<file path="config.mk">
export PLATFORM = sky130hd
export DESIGN_NAME = ald_decode_top
export DESIGN_NICKNAME = d
export VERILOG_FILES = /design/src/rtl/ald_pkg.sv /design/src/rtl/ald_alu_if.sv /design/src/rtl/ald_decode_top.sv /design/src/rtl/ald_alu.sv
export SDC_FILE = /design/constraint.sdc
export NUM_CORES = 1
export LEC_CHECK = 0
export BUFFER_PORTS_ARGS = -buffer_cell sky130_fd_sc_hd__clkbuf_2
export CAP_MARGIN = 40
export CORE_ASPECT_RATIO = 0.6
export CORE_MARGIN = 4
export CORE_UTILIZATION = 56
export DETAILED_ROUTE_END_ITERATION = 8
export PLACE_DENSITY = 0.77
export SLEW_MARGIN = 40
export SYNTH_ARGS = -nofsm -noshare
export SYNTH_HDL_FRONTEND = slang
export SYNTH_HIERARCHICAL = 1
export SYNTH_SLANG_ARGS = --single-unit
</file>
<file path="constraint.sdc">
create_clock -name clk -period 15.7 [get_ports clk]
set_clock_uncertainty 0.15 [all_clocks]
set_input_delay 1.57 -clock clk [delete_from_list [all_inputs] [get_ports clk]]
set_output_delay 1.57 -clock clk [all_outputs]
set_load 0.1 [all_outputs]
</file>
<file path="src/rtl/ald_pkg.sv">
package ald_pkg;

   // Core clock period
   localparam int unsigned CLK_PERIOD_NS = 10;

   // Register bank
   localparam int unsigned BANK_SIZE = 8;
   localparam logic [2:0] BANK_IDX_W = 3'h3;

   // Opcode fields
   localparam int unsigned HI_MSB = 7;
   localparam int unsigned HI_LSB = 4;
   localparam int unsigned LO_MSB = 3;
   localparam int unsigned LO_REG_BIT = 3;
   localparam int unsigned LO_PTR_BIT = 0;

   // Operation families (high nibble)
   localparam logic [3:0] FAM_ADD = 4'h2;
   localparam logic [3:0] FAM_ADD_WITH_CARRY = 4'h3;
   localparam logic [3:0] FAM_SUBTRACT_WITH_BORROW = 4'h9;
   localparam logic [3:0] FAM_OR = 4'h4;
   localparam logic [3:0] FAM_AND = 4'h5;
   localparam logic [3:0] FAM_XOR = 4'h6;

   // Operand modes (low nibble)
   localparam logic [3:0] LO_DIR_A = 4'h2;
   localparam logic [3:0] LO_DIR_IMM = 4'h3;
   localparam logic [3:0] LO_IMM = 4'h4;
   localparam logic [3:0] LO_DIR = 4'h5;
   localparam logic [3:0] LO_IND0 = 4'h6;
   localparam logic [3:0] LO_IND1 = 4'h7;

   // Single opcodes
   localparam logic [7:0] OPC_RLC = 8'h33;
   localparam logic [7:0] OPC_RRC = 8'h13;
   localparam logic [7:0] OPC_RL = 8'h23;
   localparam logic [7:0] OPC_RR = 8'h03;
   localparam logic [7:0] OPC_INC_DATA_POINTER = 8'ha3;
   localparam logic [7:0] OPC_MUL = 8'ha4;
   localparam logic [7:0] OPC_DIV = 8'h84;
   localparam logic [7:0] OPC_CLR_A = 8'he4;
   localparam logic [7:0] OPC_CPL_A = 8'hf4;
   localparam logic [7:0] OPC_SWAP_A = 8'hc4;
   localparam logic [7:0] OPC_INC_A = 8'h04;
   localparam logic [7:0] OPC_DEC_A = 8'h14;

   // Lengths in bytes and times in instruction cycles (one clock each)
   localparam logic [1:0] LEN_ONE = 2'h1;
   localparam logic [1:0] LEN_TWO = 2'h2;
   localparam logic [1:0] LEN_THREE = 2'h3;
   localparam logic [2:0] CYC_ONE = 3'h1;
   localparam logic [2:0] CYC_TWO = 3'h2;
   localparam logic [2:0] CYC_FOUR = 3'h4;

   // Reset values and steps
   localparam logic [7:0] BYTE_ZERO = 8'h00;
   localparam logic [7:0] BYTE_ONE = 8'h01;
   localparam logic [7:0] BYTE_ALL = 8'hff;
   localparam logic [15:0] DATA_POINTER_RESET = 16'h0000;
   localparam logic [15:0] DATA_POINTER_STEP = 16'h0001;

   typedef enum logic [4:0] {
      ALU_PASS, ALU_ADD, ALU_SUB, ALU_AND, ALU_OR, ALU_XOR, ALU_RLC, ALU_RRC,
      ALU_RL, ALU_RR, ALU_MUL, ALU_DIV, ALU_CLR, ALU_CPL, ALU_SWAP, ALU_INC, ALU_DEC
   } ald_alu_op_t;

   typedef enum logic [1:0] {ST_OPCODE, ST_OPERAND, ST_EXECUTE} ald_state_t;

endpackage // ald_pkg

</file>
<file path="src/rtl/ald_alu_if.sv">
interface ald_alu_if;
   logic [7:0] a;
   logic [7:0] b;
   logic cin;
   ald_pkg::ald_alu_op_t op;
   logic [7:0] res;
   logic [7:0] res_hi;
   logic cout;
   logic ov;

   modport ctl (output a, output b, output cin, output op,
                input res, input res_hi, input cout, input ov);
   modport alu (input a, input b, input cin, input op,
                output res, output res_hi, output cout, output ov);
endinterface // ald_alu_if

</file>
<file path="src/rtl/ald_decode_top.sv">
// Overview of operation
// - Add direct: two bytes, one cycle
// - Add indirect: one byte, one cycle
// - Add-carry register sums A, Rn, carry
// - Add-carry immediate: two bytes, one cycle
// - Add-carry direct: two bytes, one cycle
// - Add-carry indirect: one byte, one cycle
// - Subtract-borrow register: A minus Rn, carry
// - Subtract-borrow direct: two bytes, one cycle
// - Subtract-borrow indirect: one byte, one cycle
// - Subtract-borrow immediate: two bytes, one cycle
// - AND immediate into direct: 3 bytes, 2 cycles
// - OR immediate into direct: 3 bytes, 2 cycles
// - XOR immediate into direct: 3 bytes, 2 cycles
// - XOR direct into A: two bytes, one cycle
// - XOR indirect into A: one byte, one cycle
// - AND direct into A: two bytes, one cycle
// - AND indirect into A: one byte, one cycle
// - Rotate left through carry, nine bits
// - Rotate right through carry, nine bits
// - Indirect address comes from R0 or R1
// - Branch offset is signed, added to PC
// - Standard opcode encodings and semantics
module ald_decode_top (
   // Clock and reset
   input wire logic clk,
   input wire logic srst,
   // Fetch side
   input wire logic fetch_valid,
   input wire logic [7:0] fetch_byte,
   output logic fetch_ready,
   // Internal data memory
   output logic [7:0] mem_addr,
   output logic mem_rd,
   input wire logic [7:0] mem_rdata,
   output logic mem_wr,
   output logic [7:0] mem_wdata,
   // Register loads from the rest of the core
   input wire logic aux_wr,
   input wire logic [7:0] aux_wdata,
   input wire logic bank_wr,
   input wire logic [2:0] bank_idx,
   input wire logic [7:0] bank_wdata,
   // Relative branch target
   input wire logic [15:0] pc_in,
   input wire logic [7:0] rel_in,
   output logic [15:0] branch_target,
   // Core state
   output logic [7:0] acc,
   output logic [7:0] aux,
   output logic carry,
   output logic [15:0] data_pointer,
   output logic instr_done,
   output logic instr_illegal,
   output logic busy
);

   ald_pkg::ald_state_t state_q;
   ald_pkg::ald_state_t state_d;
   logic [7:0] opc_q;
   logic [7:0] op1_q;
   logic [7:0] op2_q;
   logic [7:0] mdat_q;
   logic [7:0] acc_q;
   logic [7:0] acc_d;
   logic [7:0] aux_q;
   logic [7:0] aux_d;
   logic carry_q;
   logic carry_d;
   logic [15:0] data_pointer_q;
   logic [15:0] data_pointer_d;
   logic [15:0] target_q;
   logic done_q;
   logic illegal_q;
   logic [1:0] len_q;
   logic [2:0] cyc_q;
   logic [1:0] nbytes_q;
   logic [2:0] ncyc_q;
   logic [7:0] bank_q [ald_pkg::BANK_SIZE];

   ald_alu_if alu_bus ();

   ald_alu u_alu (
      .port_i (alu_bus.alu)
   );

   // Opcode classification shared by length, time and execute decode
   function automatic logic fam_ok(input logic [7:0] o);
      logic [3:0] hi;
      logic [3:0] lo;
      logic arith;
      logic logic_fam;
      hi = o[ald_pkg::HI_MSB:ald_pkg::HI_LSB];
      lo = o[ald_pkg::LO_MSB:0];
      arith = (hi == ald_pkg::FAM_ADD) || (hi == ald_pkg::FAM_ADD_WITH_CARRY) || (hi == ald_pkg::FAM_SUBTRACT_WITH_BORROW);
      logic_fam = (hi == ald_pkg::FAM_OR) || (hi == ald_pkg::FAM_AND) || (hi == ald_pkg::FAM_XOR);
      return (arith && (lo >= ald_pkg::LO_IMM)) || (logic_fam && (lo >= ald_pkg::LO_DIR_A));
   endfunction

   function automatic logic [1:0] len_of(input logic [7:0] o);
      logic [3:0] lo;
      lo = o[ald_pkg::LO_MSB:0];
      if (!fam_ok(o) || o[ald_pkg::LO_REG_BIT] || lo == ald_pkg::LO_IND0 || lo == ald_pkg::LO_IND1)
         return ald_pkg::LEN_ONE;
      else if (lo == ald_pkg::LO_DIR_IMM)
         return ald_pkg::LEN_THREE;
      else
         return ald_pkg::LEN_TWO;
   endfunction

   function automatic logic [2:0] cyc_of(input logic [7:0] o);
      if (fam_ok(o) && o[ald_pkg::LO_MSB:0] == ald_pkg::LO_DIR_IMM)
         return ald_pkg::CYC_TWO;
      else if (o == ald_pkg::OPC_INC_DATA_POINTER)
         return ald_pkg::CYC_TWO;
      else if (o == ald_pkg::OPC_MUL || o == ald_pkg::OPC_DIV)
         return ald_pkg::CYC_FOUR;
      else
         return ald_pkg::CYC_ONE;
   endfunction

   // Execute decode
   logic [3:0] hi;
   logic [3:0] lo;
   logic fam;
   logic src_reg;
   logic src_imm;
   logic src_dir;
   logic src_ind;
   logic dst_dir_a;
   logic dst_dir_imm;
   logic dst_dir;
   logic is_muldiv;
   logic is_inc_data_pointer;
   logic is_single;
   logic known;
   logic use_carry;
   logic wr_carry;
   logic take;
   logic exec;
   logic first_cyc;
   logic last_cyc;
   logic commit;
   logic [7:0] rn_val;
   logic [7:0] ptr_val;
   logic [7:0] mem_opnd;

   assign hi = opc_q[ald_pkg::HI_MSB:ald_pkg::HI_LSB];
   assign lo = opc_q[ald_pkg::LO_MSB:0];
   assign fam = fam_ok(opc_q);
   assign src_reg = fam && opc_q[ald_pkg::LO_REG_BIT];
   assign src_imm = fam && lo == ald_pkg::LO_IMM;
   assign src_dir = fam && lo == ald_pkg::LO_DIR;
   assign src_ind = fam && (lo == ald_pkg::LO_IND0 || lo == ald_pkg::LO_IND1);
   assign dst_dir_a = fam && lo == ald_pkg::LO_DIR_A;
   assign dst_dir_imm = fam && lo == ald_pkg::LO_DIR_IMM;
   assign dst_dir = dst_dir_a || dst_dir_imm;
   assign is_muldiv = opc_q == ald_pkg::OPC_MUL || opc_q == ald_pkg::OPC_DIV;
   assign is_inc_data_pointer = opc_q == ald_pkg::OPC_INC_DATA_POINTER;
   assign is_single = is_muldiv || is_inc_data_pointer || opc_q == ald_pkg::OPC_RLC
      || opc_q == ald_pkg::OPC_RRC || opc_q == ald_pkg::OPC_RL || opc_q == ald_pkg::OPC_RR
      || opc_q == ald_pkg::OPC_CLR_A || opc_q == ald_pkg::OPC_CPL_A
      || opc_q == ald_pkg::OPC_SWAP_A || opc_q == ald_pkg::OPC_INC_A
      || opc_q == ald_pkg::OPC_DEC_A;
   assign known = fam || is_single;
   assign use_carry = (fam && (hi == ald_pkg::FAM_ADD_WITH_CARRY || hi == ald_pkg::FAM_SUBTRACT_WITH_BORROW))
      || opc_q == ald_pkg::OPC_RLC || opc_q == ald_pkg::OPC_RRC;
   assign wr_carry = (fam && (hi == ald_pkg::FAM_ADD || use_carry)) || use_carry || is_muldiv;

   assign take = fetch_valid && fetch_ready;
   assign exec = state_q == ald_pkg::ST_EXECUTE;
   assign first_cyc = ncyc_q == 3'h0;
   assign last_cyc = ncyc_q == 3'(cyc_q - ald_pkg::CYC_ONE);
   assign commit = exec && last_cyc;

   // Indirect operand always addressed by R0 or R1 from the opcode low bit
   assign rn_val = bank_q[opc_q[2:0]];
   assign ptr_val = bank_q[{2'h0, opc_q[ald_pkg::LO_PTR_BIT]}];
   assign mem_opnd = first_cyc ? mem_rdata : mdat_q;

   // Memory port: read in the first cycle, write back in the last
   assign mem_addr = src_ind ? ptr_val : op1_q;
   assign mem_rd = exec && first_cyc && (src_dir || src_ind || dst_dir);
   assign mem_wr = commit && dst_dir;
   assign mem_wdata = alu_bus.res;

   // Operand selection
   assign alu_bus.a = dst_dir ? mem_opnd : acc_q;
   assign alu_bus.b = src_reg ? rn_val
      : src_imm ? op1_q
      : dst_dir_imm ? op2_q
      : dst_dir_a ? acc_q
      : is_muldiv ? aux_q
      : mem_opnd;
   assign alu_bus.cin = use_carry ? carry_q : 1'b0;

   always_comb
   begin
      alu_bus.op = ald_pkg::ALU_PASS;
      if (fam)
      begin
         unique case (hi)
            ald_pkg::FAM_ADD: alu_bus.op = ald_pkg::ALU_ADD;
            ald_pkg::FAM_ADD_WITH_CARRY: alu_bus.op = ald_pkg::ALU_ADD;
            ald_pkg::FAM_SUBTRACT_WITH_BORROW: alu_bus.op = ald_pkg::ALU_SUB;
            ald_pkg::FAM_OR: alu_bus.op = ald_pkg::ALU_OR;
            ald_pkg::FAM_AND: alu_bus.op = ald_pkg::ALU_AND;
            ald_pkg::FAM_XOR: alu_bus.op = ald_pkg::ALU_XOR;
         endcase
      end
      else
      begin
         unique case (opc_q)
            ald_pkg::OPC_RLC: alu_bus.op = ald_pkg::ALU_RLC;
            ald_pkg::OPC_RRC: alu_bus.op = ald_pkg::ALU_RRC;
            ald_pkg::OPC_RL: alu_bus.op = ald_pkg::ALU_RL;
            ald_pkg::OPC_RR: alu_bus.op = ald_pkg::ALU_RR;
            ald_pkg::OPC_MUL: alu_bus.op = ald_pkg::ALU_MUL;
            ald_pkg::OPC_DIV: alu_bus.op = ald_pkg::ALU_DIV;
            ald_pkg::OPC_CLR_A: alu_bus.op = ald_pkg::ALU_CLR;
            ald_pkg::OPC_CPL_A: alu_bus.op = ald_pkg::ALU_CPL;
            ald_pkg::OPC_SWAP_A: alu_bus.op = ald_pkg::ALU_SWAP;
            ald_pkg::OPC_INC_A: alu_bus.op = ald_pkg::ALU_INC;
            ald_pkg::OPC_DEC_A: alu_bus.op = ald_pkg::ALU_DEC;
            default: alu_bus.op = ald_pkg::ALU_PASS;
         endcase
      end
   end

   // Sequencer: opcode, operand bytes, then the instruction cycles
   always_comb
   begin
      state_d = state_q;
      unique case (state_q)
         ald_pkg::ST_OPCODE:
            if (take)
               state_d = (len_of(fetch_byte) == ald_pkg::LEN_ONE) ? ald_pkg::ST_EXECUTE
                  : ald_pkg::ST_OPERAND;
         ald_pkg::ST_OPERAND:
            if (take && 2'(nbytes_q + 2'h1) == len_q)
               state_d = ald_pkg::ST_EXECUTE;
         ald_pkg::ST_EXECUTE:
            if (last_cyc)
               state_d = ald_pkg::ST_OPCODE;
      endcase
   end

   assign fetch_ready = state_q != ald_pkg::ST_EXECUTE;

   // Next architectural state
   assign acc_d = (commit && known && !dst_dir && !is_inc_data_pointer) ? alu_bus.res : acc_q;
   assign carry_d = (commit && wr_carry) ? alu_bus.cout : carry_q;
   assign aux_d = (commit && is_muldiv) ? alu_bus.res_hi : aux_wr ? aux_wdata : aux_q;
   assign data_pointer_d = (commit && is_inc_data_pointer) ? data_pointer_q + ald_pkg::DATA_POINTER_STEP : data_pointer_q;

   always_ff @(posedge clk)
   begin
      if (srst)
      begin
         state_q <= ald_pkg::ST_OPCODE;
         nbytes_q <= 2'h0;
         ncyc_q <= 3'h0;
      end
      else
      begin
         state_q <= state_d;
         if (take)
            nbytes_q <= (state_q == ald_pkg::ST_OPCODE) ? ald_pkg::LEN_ONE : 2'(nbytes_q + 2'h1);
         if (take && state_q == ald_pkg::ST_OPCODE)
            ncyc_q <= 3'h0;
         else if (exec && !last_cyc)
            ncyc_q <= 3'(ncyc_q + 3'h1);
      end
   end

   always_ff @(posedge clk)
   begin
      if (srst)
      begin
         opc_q <= ald_pkg::BYTE_ZERO;
         len_q <= ald_pkg::LEN_ONE;
         cyc_q <= ald_pkg::CYC_ONE;
      end
      else if (take && state_q == ald_pkg::ST_OPCODE)
      begin
         opc_q <= fetch_byte;
         len_q <= len_of(fetch_byte);
         cyc_q <= cyc_of(fetch_byte);
      end
   end

   always_ff @(posedge clk)
   begin
      if (srst)
      begin
         op1_q <= ald_pkg::BYTE_ZERO;
         op2_q <= ald_pkg::BYTE_ZERO;
      end
      else if (take && state_q == ald_pkg::ST_OPERAND)
      begin
         if (nbytes_q == ald_pkg::LEN_ONE)
            op1_q <= fetch_byte;
         else
            op2_q <= fetch_byte;
      end
   end

   always_ff @(posedge clk)
   begin
      if (srst)
      begin
         acc_q <= ald_pkg::BYTE_ZERO;
         aux_q <= ald_pkg::BYTE_ZERO;
         carry_q <= 1'b0;
         data_pointer_q <= ald_pkg::DATA_POINTER_RESET;
         mdat_q <= ald_pkg::BYTE_ZERO;
         done_q <= 1'b0;
         illegal_q <= 1'b0;
         target_q <= ald_pkg::DATA_POINTER_RESET;
      end
      else
      begin
         acc_q <= acc_d;
         aux_q <= aux_d;
         carry_q <= carry_d;
         data_pointer_q <= data_pointer_d;
         if (mem_rd)
            mdat_q <= mem_rdata;
         done_q <= commit;
         illegal_q <= commit && !known;
         target_q <= pc_in + {{8{rel_in[7]}}, rel_in};
      end
   end

   // Register bank entries
   for (genvar i = 0; i < ald_pkg::BANK_SIZE; i++)
   begin : g_bank
      always_ff @(posedge clk)
      begin
         if (srst)
            bank_q[i] <= ald_pkg::BYTE_ZERO;
         else if (bank_wr && bank_idx == 3'(i))
            bank_q[i] <= bank_wdata;
      end
   end

   assign acc = acc_q;
   assign aux = aux_q;
   assign carry = carry_q;
   assign data_pointer = data_pointer_q;
   assign branch_target = target_q;
   assign instr_done = done_q;
   assign instr_illegal = illegal_q;
   assign busy = state_q != ald_pkg::ST_OPCODE;
endmodule // ald_decode_top

</file>
<file path="src/rtl/ald_alu.sv">
module ald_alu (
   // Operands and result
   ald_alu_if.alu port_i
);

   logic [8:0] sum9;
   logic [8:0] diff9;
   logic [15:0] prod;

   assign sum9 = {1'b0, port_i.a} + {1'b0, port_i.b} + {8'h00, port_i.cin};
   assign diff9 = {1'b0, port_i.a} - {1'b0, port_i.b} - {8'h00, port_i.cin};
   assign prod = {8'h00, port_i.a} * {8'h00, port_i.b};

   always_comb
   begin
      port_i.res = port_i.a;
      port_i.res_hi = ald_pkg::BYTE_ZERO;
      port_i.cout = port_i.cin;
      port_i.ov = 1'b0;
      unique case (port_i.op)
         ald_pkg::ALU_ADD:
         begin
            port_i.res = sum9[7:0];
            port_i.cout = sum9[8];
            port_i.ov = (port_i.a[7] == port_i.b[7]) && (sum9[7] != port_i.a[7]);
         end
         ald_pkg::ALU_SUB:
         begin
            port_i.res = diff9[7:0];
            port_i.cout = diff9[8];
            port_i.ov = (port_i.a[7] != port_i.b[7]) && (diff9[7] != port_i.a[7]);
         end
         ald_pkg::ALU_AND: port_i.res = port_i.a & port_i.b;
         ald_pkg::ALU_OR: port_i.res = port_i.a | port_i.b;
         ald_pkg::ALU_XOR: port_i.res = port_i.a ^ port_i.b;
         ald_pkg::ALU_RLC:
         begin
            port_i.res = {port_i.a[6:0], port_i.cin};
            port_i.cout = port_i.a[7];
         end
         ald_pkg::ALU_RRC:
         begin
            port_i.res = {port_i.cin, port_i.a[7:1]};
            port_i.cout = port_i.a[0];
         end
         ald_pkg::ALU_RL: port_i.res = {port_i.a[6:0], port_i.a[7]};
         ald_pkg::ALU_RR: port_i.res = {port_i.a[0], port_i.a[7:1]};
         ald_pkg::ALU_MUL:
         begin
            port_i.res = prod[7:0];
            port_i.res_hi = prod[15:8];
            port_i.cout = 1'b0;
            port_i.ov = |prod[15:8];
         end
         ald_pkg::ALU_DIV:
         begin
            port_i.cout = 1'b0;
            port_i.ov = (port_i.b == ald_pkg::BYTE_ZERO);
            port_i.res = port_i.ov ? ald_pkg::BYTE_ALL : port_i.a / port_i.b;
            port_i.res_hi = port_i.ov ? ald_pkg::BYTE_ALL : port_i.a % port_i.b;
         end
         ald_pkg::ALU_CLR: port_i.res = ald_pkg::BYTE_ZERO;
         ald_pkg::ALU_CPL: port_i.res = ~port_i.a;
         ald_pkg::ALU_SWAP: port_i.res = {port_i.a[3:0], port_i.a[7:4]};
         ald_pkg::ALU_INC: port_i.res = port_i.a + ald_pkg::BYTE_ONE;
         ald_pkg::ALU_DEC: port_i.res = port_i.a - ald_pkg::BYTE_ONE;
         default: port_i.res = port_i.a;
      endcase
   end

endmodule // ald_alu

</file>
* Word-level counts from Yosys, hierarchy flattened
Memories as Yosys holds them, arrays and structs flattened. A register that Yosys moved wholly into a read port is not among the register bits.
Cells that the tools add are included.
** Word-level totals
- Output and inout bits :: 71
- Memory bits (read-only) :: 0
- Latch bits :: 0
- Flip-flop bits (word level) :: 95
- RAM bits :: 64
- Memories :: 1
** Operators by class
- Magnitude comparators :: 4
- Multiplexer cells :: 70
- Equality and inequality tests :: 69
- Reduce and logical (&&, ||, !) cells :: 90
- Bitwise logic cells :: 13
- Add/subtract/negate cells :: 11
- Shift operators :: 0
- Multiply operators :: 1
- Divide/modulo/power cells :: 2
** Memories
- bank_q :: depth 8, width 8, read ports 2, clocked after Yosys merged registers in 2, write ports 8, RTL line ald_decode_top.sv:79 : logic [7:0] bank_q [ald_pkg::BANK_SIZE];
** Operators with widths (count)
- two-way mux 8 bit :: 20
- one-hot mux 8 bit (16 select lines) :: 1
- equality test 8 bit (second input constant) :: 9
- one-hot mux 5 bit (11 select lines) :: 1
- equality test 4 x 3 -> 1 bit (second input constant) :: 12
- equality test 5 x 4 -> 1 bit (second input constant) :: 8
- logical AND 1 bit :: 37
- logical OR 1 bit :: 36
- equality test 4 x 2 -> 1 bit (second input constant) :: 7
- two-way mux 1 bit :: 28
- one-hot mux 5 bit (5 select lines) :: 1
- two-way mux 3 bit :: 7
- equality test 5 x 3 -> 1 bit (second input constant) :: 4
- adder 16 x 1 -> 16 bit (second input constant) :: 1
- adder 16 bit :: 1
- equality test 8 x 5 -> 1 bit (second input constant) :: 2
- equality test 8 x 6 -> 1 bit (second input constant) :: 2
- multiplier 8 x 8 -> 16 bit :: 1
- two-way mux 2 bit :: 8
- one-hot mux 8 bit (2 select lines) :: 1
- equality test 3 bit (second input constant) :: 4
- equality test 5 x 2 -> 1 bit (second input constant) :: 2
- adder 8 x 8 -> 9 bit :: 1
- adder 9 x 1 -> 9 bit :: 1
- 41 further kinds :: 65

* Longest topological paths before layout
Gate-level depths: netlist (run 1).
- Depth in word-level cells :: 16
- Mapped depth :: 64

* Cells and area by module
Netlist (run 1), hierarchy kept.
** By module, submodules not included
- ald_decode_top :: area an instance 8633.3 µm², instances 1, cells each 891, sequential area each 3883.7 µm²
- ald_alu :: area an instance 5928.2 µm², instances 1, cells each 794, sequential area each 0.0 µm²

* Worst setup path before layout (run 1)
No wires, ideal clock.
- Path type :: input port to output port
- Start :: in mem_rdata[0]
- End :: out mem_wdata[0]
- Arrival :: 14.823 ns
- Setup slack :: -0.843 ns
- Required time :: 13.980 ns
- Stages on the path :: 49
- Path through :: mux2i_1 a21oi_1 a21oi_1 a222oi_1 inv_1 ha_1 a41oi_1 a21oi_1 ha_1 o21ai_0 a2111oi_4 a211o_1 nand2_1 ha_1 or4b_2 a211oi_1 a31oi_2 ha_1 [... 13 more ...] a41oi_1 clkbuf_1 o21ai_0 ha_1 or3_1 o22ai_1 o21ai_0 a22oi_1 mux2_2 ha_1 o21ai_0 o21bai_1 a21o_1 o41a_1 clkbuf_1 clkbuf_1 o21ai_0 a32oi_1
** On the way
- Word-level cells in the longest chain between the ends :: 9
- Elaborated cells on any way between the ends :: 22
** Ends and longest elaborated chain
- start: declaration :: RTL line ald_decode_top.sv:35 : input wire logic [7:0] mem_rdata,
- two-way mux 8 bit * :: RTL line ald_decode_top.sv:179 : assign mem_opnd = first_cyc ? mem_rdata : mdat_q;
- two-way mux 8 bit * :: RTL line ald_decode_top.sv:193 : : is_muldiv ? aux_q
- two-way mux 8 bit * :: RTL line ald_decode_top.sv:192 : : dst_dir_a ? acc_q
- two-way mux 8 bit * :: RTL line ald_decode_top.sv:191 : : dst_dir_imm ? op2_q
- two-way mux 8 bit * :: RTL line ald_decode_top.sv:190 : : src_imm ? op1_q
- two-way mux 8 bit * :: RTL line ald_decode_top.sv:189 : assign alu_bus.b = src_reg ? rn_val
- net alu_bus.b[0] :: RTL line ald_alu_if.sv:3 : logic [7:0] b;
- divider 8 x 8 -> 8 bit (tied with other cells) :: RTL line ald_alu.sv:59 : port_i.res = port_i.ov ? ald_pkg::BYTE_ALL : port_i.a / port_i.b;
- two-way mux 8 bit (tied with other cells) :: RTL line ald_alu.sv:59
- one-hot mux 8 bit (16 select lines) * :: RTL line ald_alu.sv:20 : unique case (port_i.op)
- end: declaration :: RTL line ald_decode_top.sv:37 : output logic [7:0] mem_wdata,
Mark *: on every way through the listed nets, which the timed path passes. The rest lies on a longest branch.

* Final worst setup path (run 1)
- Start :: reg opc_q[1]
- End :: out mem_wdata[0]
** On the way
- Word-level cells in the longest chain between the ends :: 11
- Elaborated cells on any way between the ends :: 68
** Ends and longest elaborated chain
- start: declaration :: RTL line ald_decode_top.sv:60 : logic [7:0] opc_q;
- start signal: assignment :: RTL line ald_decode_top.sv:280 : opc_q <= ald_pkg::BYTE_ZERO;
- start signal: assignment :: RTL line ald_decode_top.sv:286 : opc_q <= fetch_byte;
- >= comparator 4 x 3 -> 1 bit / >= comparator 4 x 2 -> 1 bit (equally long branches) :: RTL line ald_decode_top.sv:97 : return (arith && (lo >= ald_pkg::LO_IMM)) || (logic_fam && (lo >= ald_pkg::LO_DIR_A));
- logical AND 1 bit :: RTL line ald_decode_top.sv:97
- logical OR 1 bit :: RTL line ald_decode_top.sv:97
- logical AND 1 bit :: RTL line ald_decode_top.sv:155 : assign dst_dir_a = fam && lo == ald_pkg::LO_DIR_A;
- two-way mux 8 bit :: RTL line ald_decode_top.sv:192
- two-way mux 8 bit :: RTL line ald_decode_top.sv:191
- two-way mux 8 bit :: RTL line ald_decode_top.sv:190
- two-way mux 8 bit * :: RTL line ald_decode_top.sv:189
- net alu_bus.b[5] :: RTL line ald_alu_if.sv:3
- divider 8 x 8 -> 8 bit / zero test 8 bit (equally long branches) :: RTL line ald_alu.sv:59, ald_alu.sv:58
- two-way mux 8 bit * :: RTL line ald_alu.sv:59
- one-hot mux 8 bit (16 select lines) * :: RTL line ald_alu.sv:20
Marked as above.

==> flow_summary_export.csv, run 1 <==
group,metric,value,unit
place,gp_congestion,1.06,
clocking,clkLatencyLatePin,0.45,ns
critical_path,cp_max_fo,11,
timing,finalCriticalPeriod,15.05,ns
power_and_ir_drop,p_sw_frac,0.468,
critical_path,cp.arrival,13.33,ns
routing,wire_per_inst,21.6,µm
timing,tightest_slew,0.860,ns
grt,grt_use_total,0.319,
grt,grt_pass1_vias,12700,
synth,synth_cells,1676,
timing,tns,0,ns
floorplanning,core_area,25400,µm²
floorplanning,die_area,28600,µm²
power_and_ir_drop,power.density,120,nW/µm²
timing,worst_hold_slack,0.315,ns
floorplanning,die-height,133,µm
place,placed_area,15600,µm²
critical_path,required,13.98,ns
clocking,cts.sinks,162,
cells_and_area,diodes,0,
routing,drt-total-wl,46400,µm
clocking,clk_path_buf_depth,2,
timing,timing.fmax,66.4,MHz
floorplanning,rows,45,
routing,drc,0,
place,dp_slack,0.109,ns
critical_path,cp-start-kind,"register",
routing,firstDrtPassIters,9,
power_and_ir_drop,p_comb_frac,0.516,
cells_and_area,layout_common_cells,"188 x nor2_1, 148 x nand2_1, 135 x ha_1",
floorplanning,die_x,216,µm
clocking,htree_num_levels,4,
place,dp_hpwl,35800,µm
critical_path,path_class,"reg -> out",
timing,setup_ws,0.647,ns
routing,vias_per_cell,6.27,
timing,period_share,0.959,
timing,drv_slew,0,
timing,rsz0062_at_grt,"no",
power_and_ir_drop,internal_power,1.05,mW
critical_path,end_kind,"output port",
clocking,cts_tree,"built",
timing,setup_viol,0,
place,io_buffers,134,
routing,drtIter0Drc,1798,
cells_and_area,final_util,0.645,
clocking,clk_pin_slew_worst_paths,0.07,ns
grt,overflow,0,
critical_path,cpMostUsedCell,"ha_1",
critical_path,slowest_delay,0.73,ns
synth,syn_area,14500,µm²
floorplanning,start_util,0.571,
timing,relSlewSlack,0.427,
cells_and_area,fillers,2136,
power_and_ir_drop,ir_drop,0.106,mV
routing,ant_nets,0,
grt,antenna_found_initial,1,
floorplanning,io_pins,135,
synth,ys_warn_count,6,
job,cap_violations,0,
clocking,numCtsBuffers,17,
cells_and_area,drive_above_1_share,0.163,
grt,grt_first_pass_wirelength,72600,µm
clocking,hold_buffers,0,
cells_and_area,nets,2032,
synth,synth_nets,1918,
cells_and_area,fin_cells,2155,
outcome,status,"complete, no violations",
cells_and_area,final_common_cell,"nor2_1",
synth,syn_area_per_cell,8.65,µm²
power_and_ir_drop,report.power.total,1.97,mW
cells_and_area,area_growth_syn_to_layout,13.0,%
timing,hold_viol_final,0,
grt,grt_max_degree,94,
critical_path,slowest_stage,"or4b_1",
cells_and_area,design_area,16400,µm²
power_and_ir_drop,seqPwrFrac,0.256,
power_and_ir_drop,p_sw,923,µW
routing,num_vias,13500,
place,place_inst,2121,
min_path,hold_class,"reg -> reg",
power_and_ir_drop,leakage,7.27,nW
clocking,cts_root_buffer,"clkbuf_16",
power_and_ir_drop,power.share.clock,0.228,
[area by class of cell]
type | instances | area [µm²] | share of cell area
multi-input combinational | 1319 | 9980 | 0.609
sequential | 162 | 3890 | 0.237
timing repair buffer | 180 | 1040 | 0.0633
tap | 352 | 440 | 0.0269
clock buffer | 17 | 425 | 0.0260
inverter | 110 | 413 | 0.0252
clock inverter | 15 | 199 | 0.0121
[path summary, 6_finish.rpt]
path | start | endpoint | slack (ns) | depth (start not counted)
max | opc_q[1]$_SDFFE_PP0P_ | mem_wdata[0] | 0.65 | 47
min | cyc_q[1]$_SDFFE_PP0P_ | cyc_q[1]$_SDFFE_PP0P_ | 0.32 | 2
max reg2reg | opc_q[1]$_SDFFE_PP0P_ | aux[7]$_SDFFE_PP0P_ | 2.26 | 49
min reg2reg | cyc_q[1]$_SDFFE_PP0P_ | cyc_q[1]$_SDFFE_PP0P_ | 0.32 | 2
[power by group through the flow]
stage / clock network (mW) / logic [mW] / registers [mW]
2_1_floorplan: 0 / 0.693 / 0.550
3_3_place_gp: 0 / 0.964 / 0.510
3_5_place_dp: 0 / 0.977 / 0.512
4_1_cts: 0.452 / 0.984 / 0.504
5_1_grt: 0.471 / 1.08 / 0.509
6_report: 0.450 / 1.02 / 0.506
[worst max-delay path, delay by kind of cell (launching register included)]
| kind | cells | cell delay [ns] |
|---|---|---|
| simple gates | 13 | 4.24 |
| mux | 3 | 1.07 |
| compound gates | 21 | 4.48 |
| buf+inv | 3 | 0.63 |
| fa+ha+maj | 7 | 2.01 |
| flops | 1 | 0.45 |
[what timing repair did]
action,CTS,global route
endpoints found under the hold margin,0,0
cloned,0,0
setup endpoints to repair,1,1
resized for setup,4,12
pin swaps,0,2
setup buffers,0,2
[sequential cells by signal, indices dropped and copies added (netlist names), 3 cells and up, named ones only]
signal         count
op1_q              8
acc                8
ncyc_q             3
cyc_q              3
branch_target     16
bank_q            64
aux                8
data_pointer      16
opc_q              8
op2_q              8
mdat_q             8
[per-layer routing]
metal / vias to the layer above / routed length, µm / global-route usage
met4: 4 / 724 / 0.0633
met1: 6450 / 21200 / 0.491
met3: 79 / 5900 / 0.0941
met5: - / 60 / 0
li1: 6204 / - / -
met2: 784 / 18600 / 0.442
Power figures use the tool's default switching activity.
==> run 2: changes to the inputs <==
--- a/config.mk
+++ b/config.mk
@@ -9,9 +9,9 @@
 export CAP_MARGIN = 40
 export CORE_ASPECT_RATIO = 0.6
 export CORE_MARGIN = 4
-export CORE_UTILIZATION = 56
+export CORE_UTILIZATION = 50
 export DETAILED_ROUTE_END_ITERATION = 8
-export PLACE_DENSITY = 0.77
+export PLACE_DENSITY = 0.7
 export SLEW_MARGIN = 40
 export SYNTH_ARGS = -nofsm -noshare
 export SYNTH_HDL_FRONTEND = slang
==> run 2 against run 1 <==
Against the previous run: clock-buffer cell count up 2; via count down 1.7%; clock power down 4%; design area up 0.44%; cell count up 0.93%; maximum frequency down 1.2%; hold slack worse by 0.0014 ns; utilization down 5.9 points.
==> flow_summary_export.csv, run 2 (same netlist as run 1, synthesis figures left out) <==
group,metric,value,unit
critical_path,slowest_stage,"or4b_2",
place,io_buffers,134,
cells_and_area,diodes,0,
cells_and_area,multi_input_area,10000,µm²
job,cap_violations,0,
place,dp_slack,-0.137,ns
place,placed_area,15700,µm²
routing,wire_per_inst,21.8,µm
timing,hold_viol_final,0,
cells_and_area,final_util,0.587,
timing,tns,0,ns
clocking,hold_buffers,0,
critical_path,cp.arrival,13.51,ns
clocking,clkLatencyLatePin,0.45,ns
timing,worst_hold_slack,0.314,ns
timing,period_share,0.970,
critical_path,slowest_delay,0.68,ns
place,dp_hpwl,36700,µm
critical_path,required,13.98,ns
routing,vias_per_cell,6.11,
cells_and_area,fin_cells,2175,
routing,drc,0,
timing,setup_ws,0.470,ns
routing,firstDrtPassIters,6,
grt,antenna_found_initial,0,
floorplanning,io_pins,135,
timing,drv_slew,0,
critical_path,path_class,"in -> out",
timing,relSlewSlack,0.405,
grt,grt_use_total,0.289,
routing,drt-total-wl,47400,µm
timing,tightest_slew,0.893,ns
critical_path,cp-start-kind,"primary input",
power_and_ir_drop,leakage,7.28,nW
clocking,numCtsBuffers,17,
critical_path,cpMostUsedCell,"ha_1",
timing,finalCriticalPeriod,15.23,ns
critical_path,end_kind,"output port",
floorplanning,die-height,140,µm
cells_and_area,largest_register_ffs,64,
floorplanning,start_util,0.517,
floorplanning,die_area,31900,µm²
floorplanning,die_x,228,µm
clocking,cts.sinks,162,
clocking,cts_tree,"built",
cells_and_area,regMostFlops,"bank_q",
cells_and_area,layout_common_cells,"186 x nor2_1, 148 x nand2_1, 135 x ha_1",
cells_and_area,register_area,3890,µm²
cells_and_area,final_common_cell,"nor2_1",
grt,grt_first_pass_wirelength,73000,µm
power_and_ir_drop,ir_drop,0.0892,mV
floorplanning,core_area,28100,µm²
power_and_ir_drop,report.power.total,1.97,mW
place,gp_congestion,0.991,
min_path,hold_class,"reg -> reg",
cells_and_area,design_area,16500,µm²
cells_and_area,nets,2037,
critical_path,cp_max_fo,9,
grt,grt_pass1_vias,12400,
clocking,clk_path_buf_depth,2,
routing,num_vias,13300,
routing,ant_nets,0,
cells_and_area,fillers,2512,
cells_and_area,area_growth_syn_to_layout,13.5,%
place,place_inst,2133,
outcome,status,"complete, no violations",
grt,grt_max_degree,94,
grt,overflow,0,
clocking,cts_root_buffer,"clkbuf_16",
clocking,htree_num_levels,4,
cells_and_area,drive_above_1_share,0.169,
power_and_ir_drop,power.density,120,nW/µm²
floorplanning,rows,47,
timing,setup_viol,0,
routing,drtIter0Drc,1435,
clocking,clk_pin_slew_worst_paths,0.07,ns
timing,timing.fmax,65.7,MHz
## run 2: changes by cell type in the layout (fill, tap and decap cells not counted), moves of 3 or more
cell / change
buf_4: +5
mux2i_2: +3
o21bai_1: -4
mux2i_1: -3
o21bai_2: +4
## run 2: critical path, delay by kind of cell
family	cells	cell delay, ns
multiplexers	4	1.34
AND/OR/NAND/NOR	11	3.20
adder cells (fa/ha/maj)	7	2.02
buffers and inverters	3	0.52
AO/OA/AOI/OAI	23	4.88
## run 2: worst paths after layout
| check | slack [ns] | cells after the start | startpoint | to |
|---|---|---|---|---|
| max | 0.47 | 48 | mem_rdata[7] | mem_wdata[0] |
| min reg2reg | 0.31 | 2 | cyc_q[1]$_SDFFE_PP0P_ | cyc_q[1]$_SDFFE_PP0P_ |
| max reg2reg | 2.20 | 49 | register | aux[7]$_SDFFE_PP0P_ |
| min | 0.31 | 2 | cyc_q[1]$_SDFFE_PP0P_ | cyc_q[1]$_SDFFE_PP0P_ |
## run 2: power by group
group	total (mW)	internal, mW	switching, mW
clock network	0.431	0.238	0.194
registers	0.498	0.467	0.0315
logic	1.04	0.335	0.705
total	1.97	1.04	0.930
## run 2: layout make-up
cell class              count  area share
multi-input cells        1319       0.610
flip-flops and latches    162       0.236
repair buffers            185      0.0653
well taps                 367      0.0279
clock buffers              19      0.0263
inverters                 110      0.0251
clock inverters            13     0.00920
## run 2: per-layer routing
metal	GRT usage	share of wire	vias to the layer above
met4	0.0415	0.010	0
li1	-	-	6210
met3	0.111	0.12	46
met5	0	0	-
met2	0.394	0.40	673
met1	0.439	0.47	6361
## run 2: what timing repair did
| action | 4_1_cts | 5_1_grt |
|---|---|---|
| pin swaps | 0 | 4 |
| endpoints found under the setup margin | 1 | 1 |
| resized for setup | 4 | 19 |
| buffers inserted | 0 | 10 |
